$ cat src/rtl/jfp_pkg.sv
// Package: constants and types for the scan-side flash register port
package jfp_pkg;

    // ************************************************************
    // Instruction codes (16-bit instruction register)
    // ************************************************************
    localparam logic [15:0] IR_IDENT   = 16'h0004;   // Identification select
    localparam logic [15:0] IR_BYPASS  = 16'hffff;   // Bypass select
    localparam logic [15:0] IR_FCTRL   = 16'h0082;   // Flash control select
    localparam logic [15:0] IR_FDATA   = 16'h0083;   // Flash data select
    localparam logic [15:0] IR_FADDR   = 16'h0084;   // Flash address select
    localparam logic [15:0] IR_FSCALE  = 16'h0085;   // Flash scale select
    localparam int          IR_LEN     = 16;         // Instruction length
    localparam int          IND_LEN    = 20;         // Indirect shift length
    localparam int          WDATA_MSB  = 17;         // Write data left-justified here

    // ************************************************************
    // Register fields and reset values
    // ************************************************************
    localparam int          DAT_MSB    = 9;          // Data byte top bit
    localparam int          DAT_LSB    = 2;          // Data byte bottom bit
    localparam int          DAT_FAIL   = 1;          // Failure flag position
    localparam int          DAT_BUSY   = 0;          // Busy flag position
    localparam int          SCL_OSE    = 7;          // One-shot strobe enable bit
    localparam int          SCL_RAE    = 6;          // Read-always enable bit
    localparam logic [7:0]  SCL_WMASK  = 8'hcf;      // Bits 5:4 are not stored
    localparam logic [3:0]  PRESC_OFF  = 4'hf;       // All-ones prescale blocks flash
    localparam logic [3:0]  WM_PROG    = 4'h1;       // Write mode: program byte
    localparam logic [3:0]  WM_ERASE   = 4'h2;       // Write mode: erase page
    localparam logic [3:0]  RM_BLOCK   = 4'h1;       // Read mode: read on every access
    localparam logic [3:0]  RM_SINGLE  = 4'h2;       // Read mode: read once consumed
    localparam logic [7:0]  ERASE_KEY  = 8'ha5;      // Erase unlock byte
    localparam logic [15:0] ADDR_RST   = 16'h0000;   // Address reset value
    localparam logic [9:0]  DATA_RST   = 10'h000;    // Data reset value
    localparam logic [7:0]  SCALE_RST  = 8'h00;      // Scale reset value
    localparam logic [7:0]  CTRL_RST   = 8'h00;      // Control reset value

    // ************************************************************
    // Identity fields (arbitrary values, not a real part)
    // ************************************************************
    localparam logic [3:0]  ID_VERSION = 4'h1;       // Arbitrary version
    localparam logic [15:0] ID_PART    = 16'h0a5a;   // Arbitrary part number
    localparam logic [10:0] ID_MAKER   = 11'h155;    // Arbitrary maker code

    // ************************************************************
    // Timing
    // ************************************************************
    localparam int          CLK_PS     = 8000;       // System clock period, ps
    localparam int          OSE_PS     = 50000;      // One-shot strobe width, ps
    localparam int          OSE_CYC    = (OSE_PS + CLK_PS - 1) / CLK_PS; // Rounded up
    localparam int          CYC_W      = 8;          // Cycle counter width

    // ************************************************************
    // Types
    // ************************************************************
    typedef enum logic [3:0]
    {
        TS_RESET = 4'h0, TS_IDLE = 4'h1, TS_SEL_DR = 4'h2, TS_CAP_DR = 4'h3,
        TS_SH_DR = 4'h4, TS_EX1_DR = 4'h5, TS_PA_DR = 4'h6, TS_EX2_DR = 4'h7,
        TS_UP_DR = 4'h8, TS_SEL_IR = 4'h9, TS_CAP_IR = 4'ha, TS_SH_IR = 4'hb,
        TS_EX1_IR = 4'hc, TS_PA_IR = 4'hd, TS_EX2_IR = 4'he, TS_UP_IR = 4'hf
    } jfp_tap_type;

    typedef enum logic [1:0]
    {
        FS_IDLE = 2'b00, FS_RUN = 2'b01, FS_DONE = 2'b10
    } jfp_fsm_type;

    // Flash array port bundle
    typedef struct packed
    {
        logic        rd;      // Read strobe
        logic        wr;      // Program strobe
        logic        erase;   // Page erase strobe
        logic        sense;   // Output/sense enable
        logic [15:0] addr;    // Byte address
        logic [7:0]  wdata;   // Program data
        logic [3:0]  presc;   // Timing prescale
    } jfp_flash_req_type;

    typedef struct packed
    {
        logic        done;    // Operation complete pulse
        logic        fail;    // Operation failed
        logic [7:0]  rdata;   // Read data
    } jfp_flash_rsp_type;

endpackage : jfp_pkg

$ cat src/rtl/jfp_port.sv
// Scan-side flash register port: tap, registers, flash sequencer
`timescale 1ns/1ps
// Overview of operation
// Data byte sits in data register bits 9:2
// Fail flag reflects last operation outcome
// Busy flag high while operation runs
// Accesses during busy start nothing
// One-shot bit picks 50 ns strobe
// Read-always keeps sense enable on
// Scale bits 5:4 read zero
// Host sets prescale before write/erase
// Host picks prescale from clock rate
// All-ones prescale refuses all flash operations
// No boundary scan; bypass and identity supported
// Bypass gives one-bit register
// Identity register has version/part/maker/one
// Watchdog held off while halted
// Peripherals keep running during debug
// Program mode writes byte, increments address
// Erase mode needs key byte 0xa5
// Opcode: 0x poll, 10 read, 11 write
// Shift-out: busy first, right-justified data (code puts data at bits 18:5, with bits 4:1 zero)
// Scan writes cannot change fail/busy
module jfp_port
    import jfp_pkg::*;
(
    // Clock, reset, enable
    input  wire logic              clock_i,
    input  wire logic              rst_i,
    input  wire logic              ce_i,
    // Scan pins
    input  wire logic              tck_i,
    input  wire logic              tms_i,
    input  wire logic              tdi_i,
    output logic                   tdo_o,
    output logic                   tdo_oe_o,
    // Flash array
    output jfp_flash_req_type      flash_o,
    input  wire jfp_flash_rsp_type flash_i,
    // Debug
    input  wire logic              cpu_halted_i,
    output logic                   watchdog_hold_o,
    output logic                   periph_freeze_o
);
    // ************************************************************
    // Pin sampling and tck edges
    // ************************************************************
    logic [2:0]  pins_s;          // tck, tms, tdi synchronised
    logic        tck_d_r;         // Previous tck level
    logic        rise, fall;      // Tck edges
    jfp_sync u_sync (.clock_i(clock_i), .rst_i(rst_i), .ce_i(ce_i),
                     .async_i({tck_i, tms_i, tdi_i}), .sync_o(pins_s));
    assign rise = pins_s[2] & ~tck_d_r;
    assign fall = ~pins_s[2] & tck_d_r;

    always_ff @(posedge clock_i or posedge rst_i)
    begin
        if (rst_i)
            tck_d_r <= 1'b0;
        else if (ce_i)
            tck_d_r <= pins_s[2];
    end

    // ************************************************************
    // Tap controller
    // ************************************************************
    jfp_tap_type tap_r, tap_nxt;  // Tap state
    always_comb
    begin
        case (tap_r)
            TS_RESET:  tap_nxt = pins_s[1] ? TS_RESET  : TS_IDLE;
            TS_IDLE:   tap_nxt = pins_s[1] ? TS_SEL_DR : TS_IDLE;
            TS_SEL_DR: tap_nxt = pins_s[1] ? TS_SEL_IR : TS_CAP_DR;
            TS_CAP_DR: tap_nxt = pins_s[1] ? TS_EX1_DR : TS_SH_DR;
            TS_SH_DR:  tap_nxt = pins_s[1] ? TS_EX1_DR : TS_SH_DR;
            TS_EX1_DR: tap_nxt = pins_s[1] ? TS_UP_DR  : TS_PA_DR;
            TS_PA_DR:  tap_nxt = pins_s[1] ? TS_EX2_DR : TS_PA_DR;
            TS_EX2_DR: tap_nxt = pins_s[1] ? TS_UP_DR  : TS_SH_DR;
            TS_UP_DR:  tap_nxt = pins_s[1] ? TS_SEL_DR : TS_IDLE;
            TS_SEL_IR: tap_nxt = pins_s[1] ? TS_RESET  : TS_CAP_IR;
            TS_CAP_IR: tap_nxt = pins_s[1] ? TS_EX1_IR : TS_SH_IR;
            TS_SH_IR:  tap_nxt = pins_s[1] ? TS_EX1_IR : TS_SH_IR;
            TS_EX1_IR: tap_nxt = pins_s[1] ? TS_UP_IR  : TS_PA_IR;
            TS_PA_IR:  tap_nxt = pins_s[1] ? TS_EX2_IR : TS_PA_IR;
            TS_EX2_IR: tap_nxt = pins_s[1] ? TS_UP_IR  : TS_SH_IR;
            TS_UP_IR:  tap_nxt = pins_s[1] ? TS_SEL_DR : TS_IDLE;
            default:   tap_nxt = TS_RESET;
        endcase
    end

    always_ff @(posedge clock_i or posedge rst_i)
    begin
        if (rst_i)
            tap_r <= TS_RESET;
        else if (ce_i && rise)
            tap_r <= tap_nxt;
    end

    // ************************************************************
    // Instruction and data shift registers
    // ************************************************************
    logic [15:0]  ir_sh_r, ir_r;  // Instruction shift and hold
    logic [31:0]  dr_sh_r;        // Shared data shift path
    logic [31:0]  ident;          // Identity word
    logic         is_ind;         // Indirect register selected
    logic [15:0]  addr_r;         // Flash address
    logic [9:0]   data_r;         // Flash data
    logic [7:0]   scale_r;        // Flash scale
    logic [7:0]   ctrl_r;         // Flash control
    logic         busy_r, fail_r; // Sequencer flags
    logic [19:0]  cap_word;       // Indirect capture value
    logic [17:0]  rd_val;         // Selected register value
    logic [17:0]  wdata;          // Write data left-justified
    logic [1:0]   opc;            // Indirect opcode

    assign ident  = {ID_VERSION, ID_PART[15:0], ID_MAKER, 1'b1};
    assign is_ind = (ir_r == IR_FCTRL) || (ir_r == IR_FDATA) ||
                    (ir_r == IR_FADDR) || (ir_r == IR_FSCALE);

    // Read value of the selected register, right-justified
    always_comb
    begin
        case (ir_r)
            IR_FCTRL:  rd_val = {10'h000, ctrl_r};
            IR_FDATA:  rd_val = {8'h00, data_r[DAT_MSB:DAT_LSB], fail_r, busy_r};
            IR_FADDR:  rd_val = {2'b00, addr_r};
            IR_FSCALE: rd_val = {10'h000, scale_r & SCL_WMASK};
            default:   rd_val = 18'h00000;
        endcase
    end
    // Busy first, then 14 data bits at 18:5 (flash data needs only 10)
    assign cap_word = {1'b0, rd_val[13:0], 4'h0, busy_r};

    always_ff @(posedge clock_i or posedge rst_i)
    begin
        if (rst_i)
        begin
            ir_sh_r <= 16'h0000;
            ir_r    <= IR_IDENT;
            dr_sh_r <= 32'h0;
        end
        else if (ce_i && rise)
        begin
            case (tap_r)
                TS_RESET:  ir_r    <= IR_IDENT;
                TS_CAP_IR: ir_sh_r <= 16'h0001;
                TS_SH_IR:  ir_sh_r <= {pins_s[0], ir_sh_r[15:1]};
                TS_UP_IR:  ir_r    <= ir_sh_r;
                TS_CAP_DR:
                    if (ir_r == IR_IDENT)
                        dr_sh_r <= ident;
                    else if (is_ind)
                        dr_sh_r <= {12'h000, cap_word};
                    else
                        dr_sh_r <= 32'h0;
                TS_SH_DR:
                    if (ir_r == IR_IDENT)
                        dr_sh_r <= {pins_s[0], dr_sh_r[31:1]};
                    else if (is_ind)
                        dr_sh_r <= {12'h000, pins_s[0], dr_sh_r[19:1]};
                    else
                        dr_sh_r <= {31'h0, pins_s[0]};
                default: ;
            endcase
        end
    end

    // Data out changes on the falling edge of tck
    always_ff @(posedge clock_i or posedge rst_i)
    begin
        if (rst_i)
        begin
            tdo_o    <= 1'b0;
            tdo_oe_o <= 1'b0;
        end
        else if (ce_i && fall)
        begin
            tdo_oe_o <= (tap_r == TS_SH_DR) || (tap_r == TS_SH_IR);
            tdo_o    <= (tap_r == TS_SH_IR) ? ir_sh_r[0] : dr_sh_r[0];
        end
    end

    // ************************************************************
    // Indirect update decode
    // ************************************************************
    logic upd;                    // Update-DR on indirect register
    logic do_wr, do_rd;           // Accepted write / read
    logic flash_ok;               // Prescale permits flash access
    logic start_prog, start_erase, start_read;
    logic data_unread_r;          // Single-read mode: result not consumed
    logic rd_op_r;                // Running operation is a flash read

    assign upd      = ce_i && rise && (tap_r == TS_UP_DR) && is_ind;
    assign opc      = dr_sh_r[19:18];
    assign wdata    = dr_sh_r[17:0];
    assign do_wr    = upd && (opc == 2'b11) && !busy_r;
    assign do_rd    = upd && (opc == 2'b10) && !busy_r;
    assign flash_ok = scale_r[3:0] != PRESC_OFF;
    assign start_prog  = do_wr && (ir_r == IR_FDATA) && (ctrl_r[7:4] == WM_PROG);
    assign start_erase = do_wr && (ir_r == IR_FDATA) && (ctrl_r[7:4] == WM_ERASE)
                         && (wdata[17:10] == ERASE_KEY);
    assign start_read  = do_rd && (ir_r == IR_FDATA) &&
                         ((ctrl_r[3:0] == RM_BLOCK) ||
                          ((ctrl_r[3:0] == RM_SINGLE) && !data_unread_r));

    // Register writes; flags are never written by scan
    always_ff @(posedge clock_i or posedge rst_i)
    begin
        if (rst_i)
        begin
            ctrl_r  <= CTRL_RST;
            scale_r <= SCALE_RST;
            data_r  <= DATA_RST;
        end
        else if (ce_i)
        begin
            if (do_wr && ir_r == IR_FCTRL)
                ctrl_r <= wdata[17:10];
            if (do_wr && ir_r == IR_FSCALE)
                scale_r <= wdata[17:10] & SCL_WMASK;
            if (do_wr && ir_r == IR_FDATA)
                data_r <= {wdata[17:10], 2'b00};
            // Strobe may end long before done, so key on the operation
            else if (flash_i.done && rd_op_r)
                data_r <= {flash_i.rdata, 2'b00};
        end
    end

    // ************************************************************
    // Flash sequencer
    // ************************************************************
    jfp_fsm_type fs_r;            // Sequencer state
    logic [CYC_W-1:0] str_cnt_r;  // Read strobe width counter

    always_ff @(posedge clock_i or posedge rst_i)
    begin
        if (rst_i)
        begin
            fs_r          <= FS_IDLE;
            busy_r        <= 1'b0;
            fail_r        <= 1'b0;
            addr_r        <= ADDR_RST;
            flash_o       <= '0;
            str_cnt_r     <= '0;
            data_unread_r <= 1'b0;
            rd_op_r       <= 1'b0;
        end
        else if (ce_i)
        begin
            flash_o.sense <= scale_r[SCL_RAE] | flash_o.rd;
            flash_o.presc <= scale_r[3:0];
            if (do_rd && ir_r == IR_FDATA)
                data_unread_r <= 1'b0;
            if (do_wr && ir_r == IR_FADDR)
                addr_r <= wdata[17:2];
            case (fs_r)
                FS_IDLE:
                    if (start_prog || start_erase || start_read)
                    begin
                        busy_r <= 1'b1;
                        if (!flash_ok)
                        begin
                            fail_r <= 1'b1;
                            fs_r   <= FS_DONE;
                        end
                        else
                        begin
                            flash_o.rd    <= start_read;
                            flash_o.sense <= scale_r[SCL_RAE] | start_read;
                            rd_op_r       <= start_read;
                            flash_o.wr    <= start_prog;
                            flash_o.erase <= start_erase;
                            flash_o.addr  <= addr_r;
                            flash_o.wdata <= wdata[17:10];
                            str_cnt_r     <= scale_r[SCL_OSE] ? CYC_W'(OSE_CYC)
                                                              : CYC_W'(1);
                            fs_r          <= FS_RUN;
                        end
                    end
                FS_RUN:
                begin
                    if (str_cnt_r != '0)
                        str_cnt_r <= str_cnt_r - CYC_W'(1);
                    if (flash_i.done)
                    begin
                        fail_r <= flash_i.fail;
                        if (flash_o.wr)
                            addr_r <= addr_r + 16'h0001;
                        if (rd_op_r)
                            data_unread_r <= 1'b1;
                        rd_op_r       <= 1'b0;
                        flash_o.sense <= scale_r[SCL_RAE];
                        flash_o.rd    <= 1'b0;
                        flash_o.wr    <= 1'b0;
                        flash_o.erase <= 1'b0;
                        fs_r          <= FS_DONE;
                    end
                    else if (str_cnt_r == CYC_W'(1))
                    begin
                        flash_o.rd    <= 1'b0;
                        flash_o.sense <= scale_r[SCL_RAE];
                    end
                end
                FS_DONE:
                begin
                    busy_r <= 1'b0;
                    fs_r   <= FS_IDLE;
                end
                default: fs_r <= FS_IDLE;
            endcase
        end
    end

    // ************************************************************
    // Debug side effects
    // ************************************************************
    always_ff @(posedge clock_i or posedge rst_i)
    begin
        if (rst_i)
        begin
            watchdog_hold_o <= 1'b0;
            periph_freeze_o <= 1'b0;
        end
        else if (ce_i)
        begin
            watchdog_hold_o <= cpu_halted_i;
            periph_freeze_o <= 1'b0;
        end
    end
endmodule // jfp_port

$ cat src/rtl/jfp_sync.sv
// Two-flop synchroniser for the scan pins
`timescale 1ns/1ps
module jfp_sync
    import jfp_pkg::*;
(
    // Clock and reset
    input  wire logic       clock_i,
    input  wire logic       rst_i,
    input  wire logic       ce_i,
    // Async inputs
    input  wire logic [2:0] async_i,
    // Synchronised outputs
    output logic      [2:0] sync_o
);
    logic [2:0] meta_r;   // First stage, read only by second

    // ************************************************************
    // Two stages
    // ************************************************************
    always_ff @(posedge clock_i or posedge rst_i)
    begin
        if (rst_i)
        begin
            meta_r <= 3'h0;
            sync_o <= 3'h0;
        end
        else if (ce_i)
        begin
            meta_r <= async_i;
            sync_o <= meta_r;
        end
    end
endmodule // jfp_sync

$ cat config.mk
export PLATFORM = sky130hd
export DESIGN_NAME = jfp_port
export DESIGN_NICKNAME = d
export VERILOG_FILES = /design/src/rtl/jfp_pkg.sv /design/src/rtl/jfp_port.sv /design/src/rtl/jfp_sync.sv
export SDC_FILE = /design/constraint.sdc
export NUM_CORES = 1
export LEC_CHECK = 0
export BUFFER_PORTS_ARGS = -buffer_cell sky130_fd_sc_hd__buf_2
export CORE_UTILIZATION = 45
export CTS_CLUSTER_SIZE = 28
export DETAILED_ROUTE_END_ITERATION = 6
export HOLD_SLACK_MARGIN = 0.15
export PLACE_DENSITY = 0.71
export SETUP_SLACK_MARGIN = 0.05
export SYNTH_ARGS = -nofsm -noshare
export SYNTH_HDL_FRONTEND = slang
export SYNTH_SLANG_ARGS = --single-unit
$ cat constraint.sdc
create_clock -name clock_i -period 6.2 [get_ports clock_i]
set_input_delay 0.62 -clock clock_i [delete_from_list [all_inputs] [get_ports clock_i]]
set_output_delay 0.62 -clock clock_i [all_outputs]
set_load 0.02 [all_outputs]
After elaboration in Yosys (flattened, before gate mapping)
Index checks and enable logic that the tools add are counted.
{"block": "word_totals", "word_cells": 184, "out_inout_bits": 36, "inputBits": 17, "ff_bits": 164}
{"block": "op_classes", "bitwise": 6, "n_reduce_logical": 53, "mux": 59, "eq_ne": 37, "addsub": 2}
{"cell": "equality test 16 x 8 -> 1 bit, second input constant", "count": 4}
{"cell": "two-way mux 16 bit", "count": 4}
{"cell": "one-hot mux 16 bit (2 select lines)", "count": 2}
{"cell": "one-hot mux 32 bit (2 select lines)", "count": 1}
{"cell": "two-way mux 28 bit", "count": 2}
{"cell": "one-hot mux 14 bit (4 select lines)", "count": 1}
{"cell": "one-hot mux 4 bit (12 select lines)", "count": 1}
{"cell": "equality test 4 bit, second input constant", "count": 8}
{"cell": "two-way mux 32 bit", "count": 1}
{"cell": "two-way mux 29 bit", "count": 1}
{"cell": "two-way mux 8 bit", "count": 3}
{"cell": "two-way mux 10 bit", "count": 2}
{"cell": "two-way mux 20 bit", "count": 1}
{"cell": "AND reduction 5 bit", "count": 4}
{"cell": "logical AND 1 bit", "count": 19}
{"cell": "two-way mux 1 bit", "count": 19}
{"cell": "two-way mux 19 bit", "count": 1}
{"cell": "adder 16 x 1 -> 16 bit, second input constant", "count": 1}
{"cell": "equality test 16 x 3 -> 1 bit, second input constant", "count": 1}
{"cell": "equality test 4 x 2 -> 1 bit, second input constant", "count": 4}
{"cell": "equality test 4 x 3 -> 1 bit, second input constant", "count": 4}
{"cell": "two-way mux 4 bit", "count": 4}
{"cell": "one-hot mux 8 bit (2 select lines)", "count": 1}
{"cell": "two-way mux 2 bit", "count": 7}
{"cell": "27 further kinds", "count": 61}

Depth between registers and ports, before layout
{"block": "logic_depth", "depth_word": 14, "depth_mapped": 10, "mapped_depth_nobuf": 7}

Cells and area by module
A second synthesis with hierarchy kept.
{"block": "hier_totals", "hier_cells": 754, "area_unflattened_um2": 7833.8}
{"module": "jfp_port", "cells_per_inst": 740, "area_per_inst_um2": 7578.5, "n_inst": 1}
{"module": "jfp_sync", "cells_per_inst": 14, "area_per_inst_um2": 255.2, "n_inst": 1}

Least setup slack after synthesis
OpenSTA, ideal clock, no wires.
{"block": "synth_path", "path_kind": "register to register", "start": "register ir_r[5]", "end": "register ctrl_r[0]", "t_required_ps": 6075, "path_slack_ps": 3548, "t_arrival_ps": 2528, "synth_period_minus_slack_ps": 2652, "path_stages_with_launch": 9, "cell_sequence": "dfrtp_1 -> or4b_1 -> buf_2 -> or4_1 -> buf_4 -> nor3_2 -> nor2b_1 -> buf_2 -> mux2_2"}
{"block": "synth_via", "elab_chain_len": 9, "elab_cells_between_ends": 12, "cone_classes": "eq/ne (4); reduce/logical (8)"}
{"element": "from (decl)", "line_no": "jfp_port.sv:102", "text": "logic [15:0] ir_sh_r, ir_r;"}
{"element": "from (signal assigned)", "line_no": "jfp_port.sv:148", "text": "TS_UP_IR: ir_r <= ir_sh_r;"}
{"element": "equality test 16 x 8 -> 1 bit (on tied branches)", "line_no": "jfp_port.sv:117, jfp_port.sv:217"}
{"element": "logical OR 1 bit (2 in series)", "line_no": "jfp_port.sv:117", "text": "assign is_ind = (ir_r == IR_FCTRL) || (ir_r == IR_FDATA) ||"}
{"element": "logical OR 1 bit", "line_no": "jfp_port.sv:118", "text": "(ir_r == IR_FADDR) || (ir_r == IR_FSCALE);"}
{"element": "logical AND 1 bit", "line_no": "jfp_port.sv:193", "text": "assign upd = ce_i && rise && (tap_r == TS_UP_DR) && is_ind;"}
{"element": "logical AND 1 bit (2 in series)", "line_no": "jfp_port.sv:196", "text": "assign do_wr = upd && (opc == 2'b11) && !busy_r;"}
{"element": "logical AND 1 bit (*)", "line_no": "jfp_port.sv:217", "text": "if (do_wr && ir_r == IR_FCTRL)"}
{"element": "AND reduction 2 bit (no source line) (*)"}
{"element": "to (signal assigned)", "line_no": "jfp_port.sv:218", "text": "ctrl_r <= wdata[17:10];"}
{"element": "to (decl)", "line_no": "jfp_port.sv:109", "text": "logic [7:0] ctrl_r;"}
Every way passes the cells marked *; elsewhere a longest branch is shown, timed or not.
A chain may end at the register's enable or synchronous reset.

Final worst setup path
{"block": "layout_path", "start": "register ir_r[10]", "end": "register data_r[3]"}
{"block": "layout_via", "elab_chain_len": 10, "elab_cells_between_ends": 14, "cone_classes": "eq/ne (4); mux (1); reduce/logical (9)"}
{"element": "equality test 16 x 8 -> 1 bit (on tied branches)", "line_no": "jfp_port.sv:117, jfp_port.sv:221"}
{"element": "logical OR 1 bit (2 in series)", "line_no": "jfp_port.sv:117"}
{"element": "logical OR 1 bit", "line_no": "jfp_port.sv:118"}
{"element": "logical AND 1 bit", "line_no": "jfp_port.sv:193"}
{"element": "logical AND 1 bit (2 in series)", "line_no": "jfp_port.sv:196"}
{"element": "logical AND 1 bit (*)", "line_no": "jfp_port.sv:221", "text": "if (do_wr && ir_r == IR_FDATA)"}
{"element": "nonzero test 2 bit (no source line)"}
{"element": "AND reduction 2 bit (no source line)"}
{"element": "to (signal assigned)", "line_no": "jfp_port.sv:222", "text": "data_r <= {wdata[17:10], 2'b00};"}
{"element": "to (signal assigned)", "line_no": "jfp_port.sv:225", "text": "data_r <= {flash_i.rdata, 2'b00};"}
{"element": "to (decl)", "line_no": "jfp_port.sv:107", "text": "logic [9:0] data_r;"}
Marks and branches as above.

==> impl_metrics.ini <==
[power_and_ir_drop]
switching_share_pct = 31.35
internal-power_mw = 1.881
clock_power_share_pct = 38.4
ir_drop_v = 0.0002075
power_density_nw_per_um2 = 303.8
combinationalPowerShare_pct = 12.8
p_sw_mw = 0.8589
p_leak_nw = 4.197
power_frac_seq_pct = 48.8

[critical_path]
endpoint_kind = flop
slowest_stage = nor2b_1
cp_max_fo = 11
rrSetupSlack_ns = 2.58
crit_family = simple AND/OR/NAND/NOR gates
cp-start-kind = flop
cp_cell_sequence = or4_1 -> nor3_1 -> nand4b_2 -> nor2b_1 -> o21ai_1 -> a22o_1
arrival_ns = 3.94
slowest_delay_ns = 0.81
critical_path_class = flop to flop
crit_required_ns = 6.52
crit_buf_inv = 0

[placed_design]
dpl_worst_slack_ns = 2.629
port_buffers = 51
dp_hpwl_um = 13180
gp_congestion = 0.8793

[global_route]
grt_pass1_wl_um = 32150
grt-ovfl-total = 0
grt_pass1_vias = 5855
grt_max_degree = 92
antenna_found_initial = 0
grt_usage_pct = 22.57

[cells_and_area]
n_antenna_cell = 0
synthToLayoutAreaGrowth_pct = 11.63
final_common_cell = dfrtp_1
fin_nets = 816
final_cell_mix = dfrtp_1 (161), nand2_1 (88), o21ai_0 (59), buf_2 (51), a22o_1 (43)
drive_above_1_share_pct = 20.15

[clock_tree]
cts_hold_buf = 0
cts_setup_buffers = 0
ctsResizeCount = 0
insertion_delay_ns = 0.44
path_clk_slew_ns = 0.07
clockRootBuffer = clkbuf_16
clockBufferDepth = 2
htreeDepth = 4
cts_tree = yes
cts_buffers = 17
cts_sinks = 162

[logic_synthesis]
seq_area_frac_synth_pct = 50.19
synthFlopType = dfrtp_1
ys_warn_count = 0
yosysTopAreaCell = dfrtp_1
yosysTopAreaCellShare_pct = 49.87
netlist_area_um2 = 8079
synth_edf_count = 0
yosys-top-cells-area = dfrtp_1 (50%), mux2_2 (5.6%), a22o_1 (4.7%)
synth-seq-cells = 162
async_flop_share_pct = 100.0
syn_nets = 796
synthCells = 776
syn_area_per_cell_um2 = 10.41
synth.distinct_cells = 78

[sta]
slew_headroom_pct = 27.64
setup_violations = 0
setup_tns_ns = 0
rsz0062_at_grt = false
finalWorstSetupSlack_ns = 2.582
fin_worst_skew_ns = 0.008830
tightestPinTransition_ns = 1.081
post-route-period-util_pct = 58.36
slew_violations = 0
finalHoldViolations = 0
max_freq_mhz = 276.4
period_minus_slack_ns = 3.618

[flow_run]
cap_viol_max_count = 0

[die]
rows = 48
die_h_um = 136.0
core_um2 = 17420
start_util_pct = 46.39
ios = 53
die_w_um = 136.0
die_area_um2 = 18490

[drt]
via_per_inst = 6.079
wl_um = 19630
dr.first_iter.drc_count = 655
wl_per_cell_um = 18.99
vias = 6286
drc = 0
first_pass_iters = 5
drtAntennaViolNets = 0

[worst_hold_path]
hold_class = input pin to async pin

[run_status]
status = finished, final reports clean
-- power groups by stage --
stage | Combinational [mW] | Sequential, mW | Clock (mW)
global route | 0.397 | 1.35 | 1.11
CTS | 0.353 | 1.33 | 1.06
global placement | 0.340 | 1.35 | 0
floorplan | 0.295 | 1.27 | 0
detailed placement | 0.349 | 1.35 | 0
finish | 0.350 | 1.34 | 1.05
-- flip-flops by register name (all words and copies together) (netlist names), 6 cells and up --
register	count
data_r	8
addr_r	16
ctrl_r	8
scale_r	6
ir_r	16
dr_sh_r	32
str_cnt_r	8
flash_o	32
ir_sh_r	16
-- path summary, 6_finish.rpt --
path / start / end / cells past startpoint
min reg2reg: flash_o[24]$_DFFE_PP0P_ / flash_o[24]$_DFFE_PP0P_ / 2
min in group clock_i: tms_i / u_sync.meta_r[1]$_DFFE_PP0P_ / 2
max reg2reg: ir_r[10]$_DFFE_PP0P_ / data_r[3]$_DFFE_PP0P_ / 6
min: rst_i / ir_sh_r[10]$_DFFE_PP0P_ / 2
max in group asynchronous: rst_i / dr_sh_r[7]$_DFFE_PP0P_ / 3
max: ir_r[10]$_DFFE_PP0P_ / data_r[3]$_DFFE_PP0P_ / 6
-- per-layer routing --
layer,track usage (%),vias to the layer above,part of all wire [%]
li1,-,2944,-
met1,32.40,3062,46
met2,33.56,244,46
met3,4.101,36,6.2
met4,9.136,0,2.1
met5,0,-,0
-- worst reg2reg max path, delay by kind of cell, from the launching register on --
kind            cells  cell delay, ns
simple gates        4            2.39
compound gates      2            0.74
flops               1            0.38
-- layout make-up --
class	count	area (um2)
flip-flops and latches	162	4055
multi-input cells	545	3741
clock buffers	17	425.4
well taps	225	281.5
fillers	1559	8398
clock inverters	15	168.9
inverters	15	61.31
repair buffers	55	285.3
-- synth_stat cells (all sizes together) (9+ instances only) --
master  count
nand3      25
nand2      88
o31ai      14
nor3       11
a21oi      17
clkbuf     42
a31oi      11
mux2       57
and3       16
nand4       9
buf        12
inv        14
a21boi     10
a22o       43
nor4       11
nor2       34
o21ai      63
dfrtp     161
a22oi      10
-- kinds of logic after synthesis --
logic type	after synthesis	share of synthesized area (%)
multiplexers	63	9.478
buffers and inverters	69	3.593
AO/OA/AOI/OAI	223	19.48
flip-flops	162	50.19
AND/OR/NAND/NOR	253	16.52
other	1	0.04642
adder cells (fa/ha/maj)	3	0.4647
XOR/XNOR	2	0.2169
-- through the flow --
step	hold slack (ns)	cell area, um2	utilization, %	total power, mW	std cells
3_5_place_dp	0.4715	8424	48.37	1.699	1002
3_3_place_gp	0.4620	8424	48.37	1.691	1002
5_1_grt	0.4191	9019	51.78	2.857	1034
2_1_floorplan	0.4494	8079	-	1.562	776
4_1_cts	0.3856	9019	51.78	2.747	1034
6_report	0.3484	9019	51.78	2.740	1034
Power figures use the tool's default switching activity.
